[src/core/bfd_map.svh]
`ifndef BFD_MAP_SVH
`define BFD_MAP_SVH
// bit positions are in big-endian numbering: bit 0 is the msb of the word
`define BFD_OPC_HI 0
`define BFD_OPC_LO 5
`define BFD_F1_HI 6
`define BFD_F1_LO 10
`define BFD_F2_HI 11
`define BFD_F2_LO 15
`define BFD_F3_HI 16
`define BFD_F3_LO 20
`define BFD_MB_HI 21
`define BFD_MB_LO 25
`define BFD_ME_HI 26
`define BFD_ME_LO 30
`define BFD_RC_BIT 31
`define BFD_AA_BIT 30
`define BFD_LI_HI 6
`define BFD_LI_LO 29
`define BFD_BD_HI 16
`define BFD_BD_LO 29
`define BFD_GRP_HI 8
`define BFD_SGRP_HI 13
`define BFD_GRP_BITS 4
`define BFD_ALIGN_BITS 2
`define BFD_DEC_LATENCY 1
`endif

[src/core/bfd_pkg.sv]
package bfd_pkg;
   typedef logic [31:0] bfd_word_t;
   typedef logic [4:0] bfd_sel_t;
   typedef enum logic {bfd_relative, bfd_absolute} bfd_mode_e;
   typedef struct packed {
      logic [5:0] primary_opcode;
      logic [4:0] source_gpr_select;
      logic [4:0] target_gpr_select;
      logic [4:0] shift_gpr_select;
      logic [4:0] mask_begin;
      logic [4:0] mask_end;
      logic record_flag;
   } bfd_rot_s;
endpackage

[src/core/bfd_field_if.sv]
`timescale 1ns/1ps
interface bfd_field_if;
   import bfd_pkg::*;
   logic [23:0] long_branch_offset;
   logic [13:0] cond_branch_offset;
   logic absolute_address_flag;
   bfd_rot_s rot;
   bfd_sel_t tested_condition_bit;
   bfd_sel_t cond_source_bit_b;
   logic [2:0] cond_target_group;
   logic [2:0] cond_source_group;
   modport split (output long_branch_offset, cond_branch_offset, absolute_address_flag, rot,
      tested_condition_bit, cond_source_bit_b, cond_target_group, cond_source_group);
   modport use_side (input long_branch_offset, cond_branch_offset, absolute_address_flag, rot,
      tested_condition_bit, cond_source_bit_b, cond_target_group, cond_source_group);
endinterface

[src/core/bfd_field_split.sv]
`timescale 1ns/1ps
`include "bfd_map.svh"
module bfd_field_split
   import bfd_pkg::*;
(
   input wire logic [31:0] word,
   bfd_field_if.split f
);
   // big-endian bit n lives at little-endian index 31-n
   function automatic logic [31:0] pick(input logic [31:0] w, input int hi, input int lo);
      logic [31:0] r;
      r = '0;
      for (int k = hi; k <= lo; k++) begin
         r = {r[30:0], w[31-k]};
      end
      return r;
   endfunction

   always_comb begin
      f.rot.primary_opcode = 6'(pick(word, `BFD_OPC_HI, `BFD_OPC_LO));
      f.rot.source_gpr_select = 5'(pick(word, `BFD_F1_HI, `BFD_F1_LO));
      f.rot.target_gpr_select = 5'(pick(word, `BFD_F2_HI, `BFD_F2_LO));
      f.rot.shift_gpr_select = 5'(pick(word, `BFD_F3_HI, `BFD_F3_LO));
      f.rot.mask_begin = 5'(pick(word, `BFD_MB_HI, `BFD_MB_LO));
      f.rot.mask_end = 5'(pick(word, `BFD_ME_HI, `BFD_ME_LO));
      f.rot.record_flag = word[31-`BFD_RC_BIT];
      // sequences joined left to right, leftmost becomes msb
      f.long_branch_offset = 24'(pick(word, `BFD_LI_HI, `BFD_LI_LO));
      f.cond_branch_offset = 14'(pick(word, `BFD_BD_HI, `BFD_BD_LO));
      f.absolute_address_flag = word[31-`BFD_AA_BIT];
      f.tested_condition_bit = 5'(pick(word, `BFD_F2_HI, `BFD_F2_LO));
      f.cond_source_bit_b = 5'(pick(word, `BFD_F3_HI, `BFD_F3_LO));
      f.cond_target_group = 3'(pick(word, `BFD_F1_HI, `BFD_GRP_HI));
      f.cond_source_group = 3'(pick(word, `BFD_F2_HI, `BFD_SGRP_HI));
   end
endmodule

[src/core/bfd_target_gen.sv]
`timescale 1ns/1ps
`include "bfd_map.svh"
module bfd_target_gen
   import bfd_pkg::*;
#(
   parameter int ADDR_W = 64
)
(
   input wire logic [ADDR_W-1:0] cia,
   bfd_field_if.use_side f,
   output logic [ADDR_W-1:0] long_target,
   output logic [ADDR_W-1:0] cond_target
);
   if (ADDR_W != 32 && ADDR_W != 64) begin : g_width_check
      $error("address width must be 32 or 64");
   end

   logic [ADDR_W-1:0] li_ext;
   logic [ADDR_W-1:0] bd_ext;
   logic [ADDR_W-1:0] cia_al;
   logic [ADDR_W-1:0] long_sum;
   logic [ADDR_W-1:0] cond_sum;

   // two zero bits appended, then sign extension to the address width
   assign li_ext = ADDR_W'(signed'({f.long_branch_offset, 2'b00}));
   assign bd_ext = ADDR_W'(signed'({f.cond_branch_offset, 2'b00}));
   // fetch ignores low bits, so they are dropped before the add
   assign cia_al = {cia[ADDR_W-1:`BFD_ALIGN_BITS], `BFD_ALIGN_BITS'(0)};
   assign long_sum = cia_al + li_ext;
   assign cond_sum = cia_al + bd_ext;

   always_comb begin
      case (bfd_mode_e'(f.absolute_address_flag))
         bfd_relative: begin
            long_target = long_sum;
            cond_target = cond_sum;
         end
         bfd_absolute: begin
            long_target = li_ext;
            cond_target = bd_ext;
         end
         default: begin
            long_target = long_sum;
            cond_target = cond_sum;
         end
      endcase
   end
endmodule

[src/core/bfd_branch_field_decoder.sv]
`timescale 1ns/1ps
`include "bfd_map.svh"
module bfd_branch_field_decoder
   import bfd_pkg::*;
#(
   parameter int ADDR_W = 64
)
(
   input wire logic clk_sys,
   input wire logic resetn,
   input wire logic in_valid,
   input wire logic [31:0] in_word,
   input wire logic [ADDR_W-1:0] in_addr,
   input wire logic [31:0] reserved_mask,
   input wire logic [31:0] fixed_mask,
   input wire logic [31:0] fixed_value,
   output logic out_valid,
   output logic form_invalid,
   output logic [ADDR_W-1:0] long_target,
   output logic [ADDR_W-1:0] cond_target,
   output logic absolute_address_flag,
   output bfd_rot_s rot_fields,
   output logic [4:0] tested_condition_bit,
   output logic [4:0] cond_source_bit_b,
   output logic [4:0] cond_target_lsb,
   output logic [4:0] cond_source_lsb,
   output logic [31:0] cond_target_mask,
   output logic [31:0] cond_source_mask
);
   bfd_field_if fi();
   logic [ADDR_W-1:0] lt_c;
   logic [ADDR_W-1:0] ct_c;
   logic bad_c;

   // only the two documented widths have a sign-extension path
   if (ADDR_W != 32 && ADDR_W != 64) begin : g_width_check
      $error("address width must be 32 or 64");
   end

   bfd_field_split u_split (
      .word(in_word),
      .f(fi.split)
   );

   bfd_target_gen #(.ADDR_W(ADDR_W)) u_tgt (
      .cia(in_addr),
      .f(fi.use_side),
      .long_target(lt_c),
      .cond_target(ct_c)
   );

   // group g of the 32-bit register spans big-endian bits 4g..4g+3
   function automatic logic [31:0] group_mask(input logic [2:0] g);
      logic [31:0] m;
      m = '0;
      for (int k = 0; k < `BFD_GRP_BITS; k++) begin
         m[31 - (int'(g) * `BFD_GRP_BITS + k)] = 1'b1;
      end
      return m;
   endfunction

   // reserved and fixed-value layouts differ per instruction, so the caller supplies them
   assign bad_c = (|(in_word & reserved_mask))
      | (|((in_word ^ fixed_value) & fixed_mask));

   always_ff @(posedge clk_sys or negedge resetn) begin
      if (!resetn) begin
         out_valid <= 1'b0;
      end else begin
         out_valid <= in_valid;
      end
   end

   always_ff @(posedge clk_sys or negedge resetn) begin
      if (!resetn) begin
         form_invalid <= 1'b0;
      end else if (in_valid) begin
         form_invalid <= bad_c;
      end
   end

   always_ff @(posedge clk_sys or negedge resetn) begin
      if (!resetn) begin
         long_target <= '0;
         cond_target <= '0;
      end else if (in_valid) begin
         long_target <= lt_c;
         cond_target <= ct_c;
      end
   end

   always_ff @(posedge clk_sys or negedge resetn) begin
      if (!resetn) begin
         absolute_address_flag <= 1'b0;
      end else if (in_valid) begin
         absolute_address_flag <= fi.absolute_address_flag;
      end
   end

   always_ff @(posedge clk_sys or negedge resetn) begin
      if (!resetn) begin
         rot_fields <= '0;
      end else if (in_valid) begin
         rot_fields <= fi.rot;
      end
   end

   always_ff @(posedge clk_sys or negedge resetn) begin
      if (!resetn) begin
         tested_condition_bit <= '0;
         cond_source_bit_b <= '0;
      end else if (in_valid) begin
         tested_condition_bit <= fi.tested_condition_bit;
         cond_source_bit_b <= fi.cond_source_bit_b;
      end
   end

   // start and mask both kept so users need no decode of their own
   always_ff @(posedge clk_sys or negedge resetn) begin
      if (!resetn) begin
         cond_target_lsb <= '0;
         cond_source_lsb <= '0;
         cond_target_mask <= '0;
         cond_source_mask <= '0;
      end else if (in_valid) begin
         cond_target_lsb <= {fi.cond_target_group, 2'b00};
         cond_source_lsb <= {fi.cond_source_group, 2'b00};
         cond_target_mask <= group_mask(fi.cond_target_group);
         cond_source_mask <= group_mask(fi.cond_source_group);
      end
   end
endmodule

[config.mk]
export PLATFORM = sky130hd
export DESIGN_NAME = bfd_branch_field_decoder
export DESIGN_NICKNAME = d
export VERILOG_FILES = /design/src/core/bfd_pkg.sv /design/src/core/bfd_field_if.sv /design/src/core/bfd_field_split.sv /design/src/core/bfd_target_gen.sv /design/src/core/bfd_branch_field_decoder.sv
export VERILOG_INCLUDE_DIRS = /design/src /design/src/core
export SDC_FILE = /design/constraint.sdc
export NUM_CORES = 1
export LEC_CHECK = 0
export BUFFER_PORTS_ARGS = -buffer_cell sky130_fd_sc_hd__buf_2
export CORE_MARGIN = 2
export CORE_UTILIZATION = 50
export DETAILED_ROUTE_END_ITERATION = 6
export PLACE_DENSITY = 0.78
export SLEW_MARGIN = 40
export SYNTH_ARGS = -nofsm -noshare
export SYNTH_HDL_FRONTEND = slang
export SYNTH_HIERARCHICAL = 1
export SYNTH_SLANG_ARGS = --single-unit
[constraint.sdc]
create_clock -name clk_sys -period 0.8 [get_ports clk_sys]
set_clock_uncertainty 0.05 [all_clocks]
set_input_delay 0.2 -clock clk_sys [delete_from_list [all_inputs] [get_ports clk_sys]]
set_output_delay 0.2 -clock clk_sys [all_outputs]
set_load 0.05 [all_outputs]
==> results of run 1 <==
-- stage by stage --
| stage | util, % | std cells |
|---|---|---|
| after CTS | 83.5 | 3509 |
| after detailed placement | 74.0 | 3384 |
| after global placement | 74.0 | 3384 |
| after floorplan | - | 2068 |
-- kinds of logic after synthesis --
| kind of cell | count (synthesis) | synth area share (%) |
|---|---|---|
| AOI/OAI and AO/OA | 668 | 23.1 |
| xor gates and xnor gates | 122 | 5.81 |
| adders and majority gates | 124 | 8.52 |
| buffers and inverters | 299 | 8.91 |
| DFF | 227 | 30.9 |
| muxes | 183 | 11.2 |
| other | 2 | 0.0408 |
| and+or+nand+nor | 437 | 11.6 |
-- routing by layer --
layer / global-route usage (%) / GRT overflow
met5: 11.9 / 1
met4: 68.2 / 22
met3: 44.0 / 4
met2: 89.3 / 24
met1: 65.0 / 0
-- what timing repair did --
action,4_1_cts
resized for setup,418
setup endpoints to repair,429
pin swaps,187
cloned,3
endpoints found under the hold margin,242
buffers inserted,77
hold buffers,3
==> metrics.sh, run 1 <==
SYNTH_SEQUENTIAL_AREA_RATIO_PCT=30.9
CTS_MADE_BUFFERS=27
PORT_BUFFERS=435
GLOBAL_ROUTE.OVERFLOW_TOTAL=51
HPWLAFTERDP_MM=62.4
CLOCK_TREE_ROOT_BUFFER_CELL='clkbuf_16'
TOOL.ERROR='[ERROR GRT-0232] Routing congestion too high. Check the congestion heatmap in the GUI.'
POST_SYNTH.CELL_AREA_AVG_SQ_UM=8.92
SYNTH_AREA_SQ_UM=18400
GRT-WORST-ENDPOINT='cond_target[60]$_DFFE_PN0P_/D'
GRT.TOTAL_USAGE_PCT=66.2
SYNTH_AREA_LEADERS='dfrtp_1 31%, mux2_2 11%, ha_1 8.3%'
SYNTH_CELL_TYPES=80
SYNTH-EDFF-COUNT=0
PLACEMENTROWS=70
DETAILED_PLACE.AREA_SQ_UM=27000
GRT_START_MAX_NET_PINS=36
DIE_HEIGHT_UM=196
BOUNDARYPINS=442
SYNTHDOMINANTCELLAREASHARE_PCT=30.9
HTREE_NUM_LEVELS=1
DP_WORST_SETUP_SLACK_PS=-2670
STATUS='did not finish'
SYNTHCELLS=2062
SYNTHTOPCELLSBYCOUNT='227 x dfrtp_1, 220 x o21ai_0, 183 x mux2_2, 154 x nand2_1, 151 x a21oi_1'
STARTING_UTILIZATION_OF_THE_CORE_AREA_PCT=50.5
MAX-CLOCK-PATH-BUFFERS=3
YS.WARNINGS.COUNT=6
HORIZONTAL_DIE_DIMENSION_UM=196
HALTSTAGE='5_1_grt'
SYNTH_ASYNC_SR_FLOP_SHARE_PCT=100
YS_SEQ_ELEMENTS=227
WORSTENDPOINTTYPE='sequential cell input'
SYNTH_TOP_FLOP_CELL='dfrtp_1'
CTS.SINKS=227
SYNTH_AREA_LEADER_CELL='dfrtp_1'
ROUTABILITY_CONGESTION=0.976
SYNTH_MOST_COMMON_CELL='dfrtp_1'
==> inputs of run 2 (changes only) <==
--- a/config.mk
+++ b/config.mk
@@ -8,9 +8,9 @@
 export LEC_CHECK = 0
 export BUFFER_PORTS_ARGS = -buffer_cell sky130_fd_sc_hd__buf_2
 export CORE_MARGIN = 2
-export CORE_UTILIZATION = 50
+export CORE_UTILIZATION = 40
 export DETAILED_ROUTE_END_ITERATION = 6
-export PLACE_DENSITY = 0.78
+export PLACE_DENSITY_LB_ADDON = 0.15
 export SLEW_MARGIN = 40
 export SYNTH_ARGS = -nofsm -noshare
 export SYNTH_HDL_FRONTEND = slang
==> constraint.sdc (replaced) <==
create_clock -name clk_sys -period 1 [get_ports clk_sys]
set_clock_uncertainty 0.05 [all_clocks]
set_input_delay 0.25 -clock clk_sys [delete_from_list [all_inputs] [get_ports clk_sys]]
set_output_delay 0.25 -clock clk_sys [all_outputs]
set_load 0.05 [all_outputs]
==> metrics.sh, run 2 <==
HPWLAFTERDP_MM=60.8  # -2.5%
YS.WARNINGS.COUNT=6  # unchanged
HORIZONTAL_DIE_DIMENSION_UM=218  # +12%
CRITPATHKIND='in -> reg'
SYNTH_AREA_LEADERS='dfrtp_1 31%, mux2_2 11%, ha_1 8.3%'
MAX_CAP_VIOLATIONS=0
CP-END-KIND='flop'
SYNTHTOPCELLSBYCOUNT='227 x dfrtp_1, 220 x o21ai_0, 183 x mux2_2, 154 x nand2_1, 151 x a21oi_1'
FILLER_CELL_COUNT=3433
CLOCK_TREE_ROOT_BUFFER_CELL='clkbuf_16'
GRT_START_MAX_NET_PINS=59
FINALWORSTSETUPSLACK_PS=-1720
MAX_CLOCK_FREQ_MHz=368
WL_MM=79.0
FIRST_GLOBAL_VIAS=20276
SYNTH_CELL_TYPES=80  # unchanged
WORSTSKEWPAIRLATENCY_PS=550
HOLD_VIOL_FINAL=0
R2R_END='long_target[28]$_DFFE_PN0P_'
POWER.SHARE.SWITCHING_PCT=40.6
DRT.ANTENNA.VIOLATING_NETS=0
CLOCK_TREE_FROM_TRITONCTS='built'
CTS_MADE_BUFFERS=28  # +3.7%
DRIVE_GT1_SHARE_PCT=60.5
R2R_CELLS=1
DIE_HEIGHT_UM=218  # +12%
SYNTHCELLS=2062  # unchanged
WL_PER_CELL_UM=21.3
LAYOUT_COMMONEST_CELL='buf_4'
VIA_COUNT=20295
TIMING.CRITICAL_PATH.BUF_INV=4
BOUNDARYPINS=442  # unchanged
HTREE_NUM_LEVELS=1  # unchanged
VIA_PER_INST=5.48
DRTITER0DRC=1572
FINALSETUPVIOLATIONS=367
PATH_DEPTH=15
CRITICAL_PATH.STARTPOINT='in_word[8]'
FIRSTDRTPASSITERS=6
SYNTH-EDFF-COUNT=0  # unchanged
POWER_FRAC_COMB_PCT=51.3
ROUTABILITY_CONGESTION=0.967  # -0.87%
TOP_REGS='cond_target (64), long_target (64), rot_fields (32)'
WORST_PATH_DOMINANT_CELL_FAMILY='compound AO/OA/AOI/OAI gates'
MAX-CLOCK-PATH-BUFFERS=3  # unchanged
CTS.SINKS=227  # unchanged
PORT_BUFFERS=435  # unchanged
MAX_SLEW_VIOLATION_TOTAL_FROM_THE_FINAL_REPORT=0
SYNTH_MOST_COMMON_CELL='dfrtp_1'
SYNTH_SEQUENTIAL_AREA_RATIO_PCT=30.9  # unchanged
CRIT_PATH_END='cond_target[61]$_DFFE_PN0P_'
WIRE_LENGTH_OF_THE_FIRST_GLOBAL_ROUTING_PASS_MM=117
UNREPAIRED_SETUP_ENDPOINTS_AFTER_GLOBAL_ROUTING='true'
INTERNAL_POWER_mW=26.5
DP_WORST_SETUP_SLACK_PS=-2480  # +196 ps
WORST_SETUP_HOLD_PATH_CLK_SLEW_PS=60
STARTING_UTILIZATION_OF_THE_CORE_AREA_PCT=40.5  # -10 points
PLACEMENTROWS=78  # +11%
FINAL.MIN_CLOCK_PERIOD_PS=2720
POST_SYNTH.CELL_AREA_AVG_SQ_UM=8.92  # unchanged
PATH_COMMON_CELL='buf_6'
YS_SEQ_ELEMENTS=227  # unchanged
MAX_STAGE_DELAY_CELL_WORST_PATH='or3b_4'
REPORT.POWER.TOTAL_mW=44.6
SYNTHDOMINANTCELLAREASHARE_PCT=30.9  # unchanged
DIE_AREA_SQ_UM=47700
AREA_DELTA_SYNTH_FINAL_PCT=71.7
POWER.STATIC_LEAKAGE_nW=14.9
GLOBAL_ROUTE.OVERFLOW_TOTAL=0
POST-ROUTE-DRC-COUNT=0
SYNTH_AREA_LEADER_CELL='dfrtp_1'
VDD_IR_DROP_MAX_V=0.00146
POST-ROUTE-PERIOD-UTIL_PCT=272
PWR-SHARE-CLK_PCT=23.0
HOLDCRITPATHCLASS='in -> reg'
NUM-NETS-FINAL=3394
SYNTH_ASYNC_SR_FLOP_SHARE_PCT=100  # unchanged
CP_MAX_FO=4
WORST_R2R_STARTPOINT='long_target[28]$_DFFE_PN0P_'
R2R_SLACK_PS=100
TIGHTEST_SLEW_PS=636
ANTENNA_VIOLATIONS_BEFORE_REPAIR=8
P_PER_AREA_nW_PER_UM2=1410
CP_REQUIRED_PS=1410
DPL.CELL_COUNT=3521  # +4.0%
SYNTH_TOP_FLOP_CELL='dfrtp_1'
WORSTSETUPSTARTPOINTTYPE='primary input'
LAYOUT_COMMON_CELLS='626 x buf_4, 360 x buf_2, 156 x dfrtp_1'
STATUS='complete, but fails checks'
WORST_PATH_LARGEST_CELL_DELAY_PS=430
POST_LAYOUT_NONFILLER_INSTANCES=3702
HOLD_WS_PS=41.7
GRT.TOTAL_USAGE_PCT=31.5
MAX-SLEW-MARGIN-REL_PCT=57.1
SEQ_POWER_SHARE_PCT=25.7
POWER.NET_SWITCHING_mW=18.1
FINAL_CORE_UTILIZATION_PCT=69.6
FAILED_CHECKS='setup timing'
SYNTH_AREA_SQ_UM=18400  # unchanged
DESIGN.CORE.AREA_SQ_UM=45400
PATH_CELLS='buf_8 -> ha_4 -> buf_6 -> buf_6 -> a21oi_4 -> or3b_4 -> nand2_4 -> nor4_4 -> buf_4 -> o21a_4 -> o31ai_4 -> nor2_2 -> o2111a_1 -> a221o_1 -> mux2_4'
WORST_EP_ARRIVAL_TIME_PS=3130
## run 2: cells by family after synthesis
logic type | count (synthesis) | share of synthesized area (%)
adders and majority gates | 124 | 8.52
DFF | 227 | 30.9
xor gates and xnor gates | 122 | 5.81
buffers and inverters | 299 | 8.91
and+or+nand+nor | 437 | 11.6
muxes | 183 | 11.2
other | 2 | 0.0408
AOI/OAI and AO/OA | 668 | 23.1
## run 2: area by class of cell
class | instances | area [sq um] | share of cell area, %
multi-input cells | 1542 | 14500 | 45.8
repair buffers | 1190 | 9330 | 29.5
inverters | 86 | 323 | 1.02
diodes | 5 | 12.5 | 0.0396
clock buffers | 38 | 778 | 2.46
flip-flops and latches | 227 | 5770 | 18.3
well taps | 600 | 751 | 2.38
clock inverters | 14 | 149 | 0.471
## run 2: how the worst min path moves through the flow
stage                                                    to  slack [ps]  depth (start not counted)        start
after floorplan           absolute_address_flag$_DFFE_PN0P_        -100                          0       resetn
after global placement          long_target[30]$_DFFE_PN0P_          60                          1       resetn
after detailed placement        long_target[30]$_DFFE_PN0P_          70                          1       resetn
after CTS                        rot_fields[29]$_DFFE_PN0P_          20                          3  in_word[29]
after global routing             long_target[3]$_DFFE_PN0P_          40                          2       resetn
final                            rot_fields[29]$_DFFE_PN0P_          40                          3  in_word[29]
## run 2: what timing repair did
action	4_1_cts	5_1_grt
endpoints found under the setup margin	368	367
hold buffers	10	0
resized for setup	437	239
buffers inserted	73	64
gates cloned	1	0
pin swaps	207	208
endpoints found under the hold margin	236	0
## run 2: through the flow
step / setup TNS [ps] / cell area, sq um
after detailed placement: -270830 / 26800
final: -277590 / 31600
after floorplan: -172760 / 20100
after global placement: -267590 / 26800
after CTS: -276200 / 30200
after global routing: -292590 / 31600
## run 2: power groups by stage
stage | registers [mW] | logic [mW] | clock network (mW)
6_report | 11.4 | 22.9 | 10.3
2_1_floorplan | 15.8 | 7.62 | 0
5_1_grt | 11.6 | 24.0 | 10.9
3_3_place_gp | 11.5 | 19.2 | 0
4_1_cts | 11.4 | 21.4 | 10.5
3_5_place_dp | 11.5 | 19.4 | 0
## run 2: metal layers
layer	global-route usage [%]	wire (um)	share of wire [%]
met4	12.3	3360	4.3
met5	0	27	0.034
met2	52.6	36900	47
met1	41.2	33700	43
met3	4.19	4940	6.3
No activity file was read; power rests on OpenSTA's default activity.
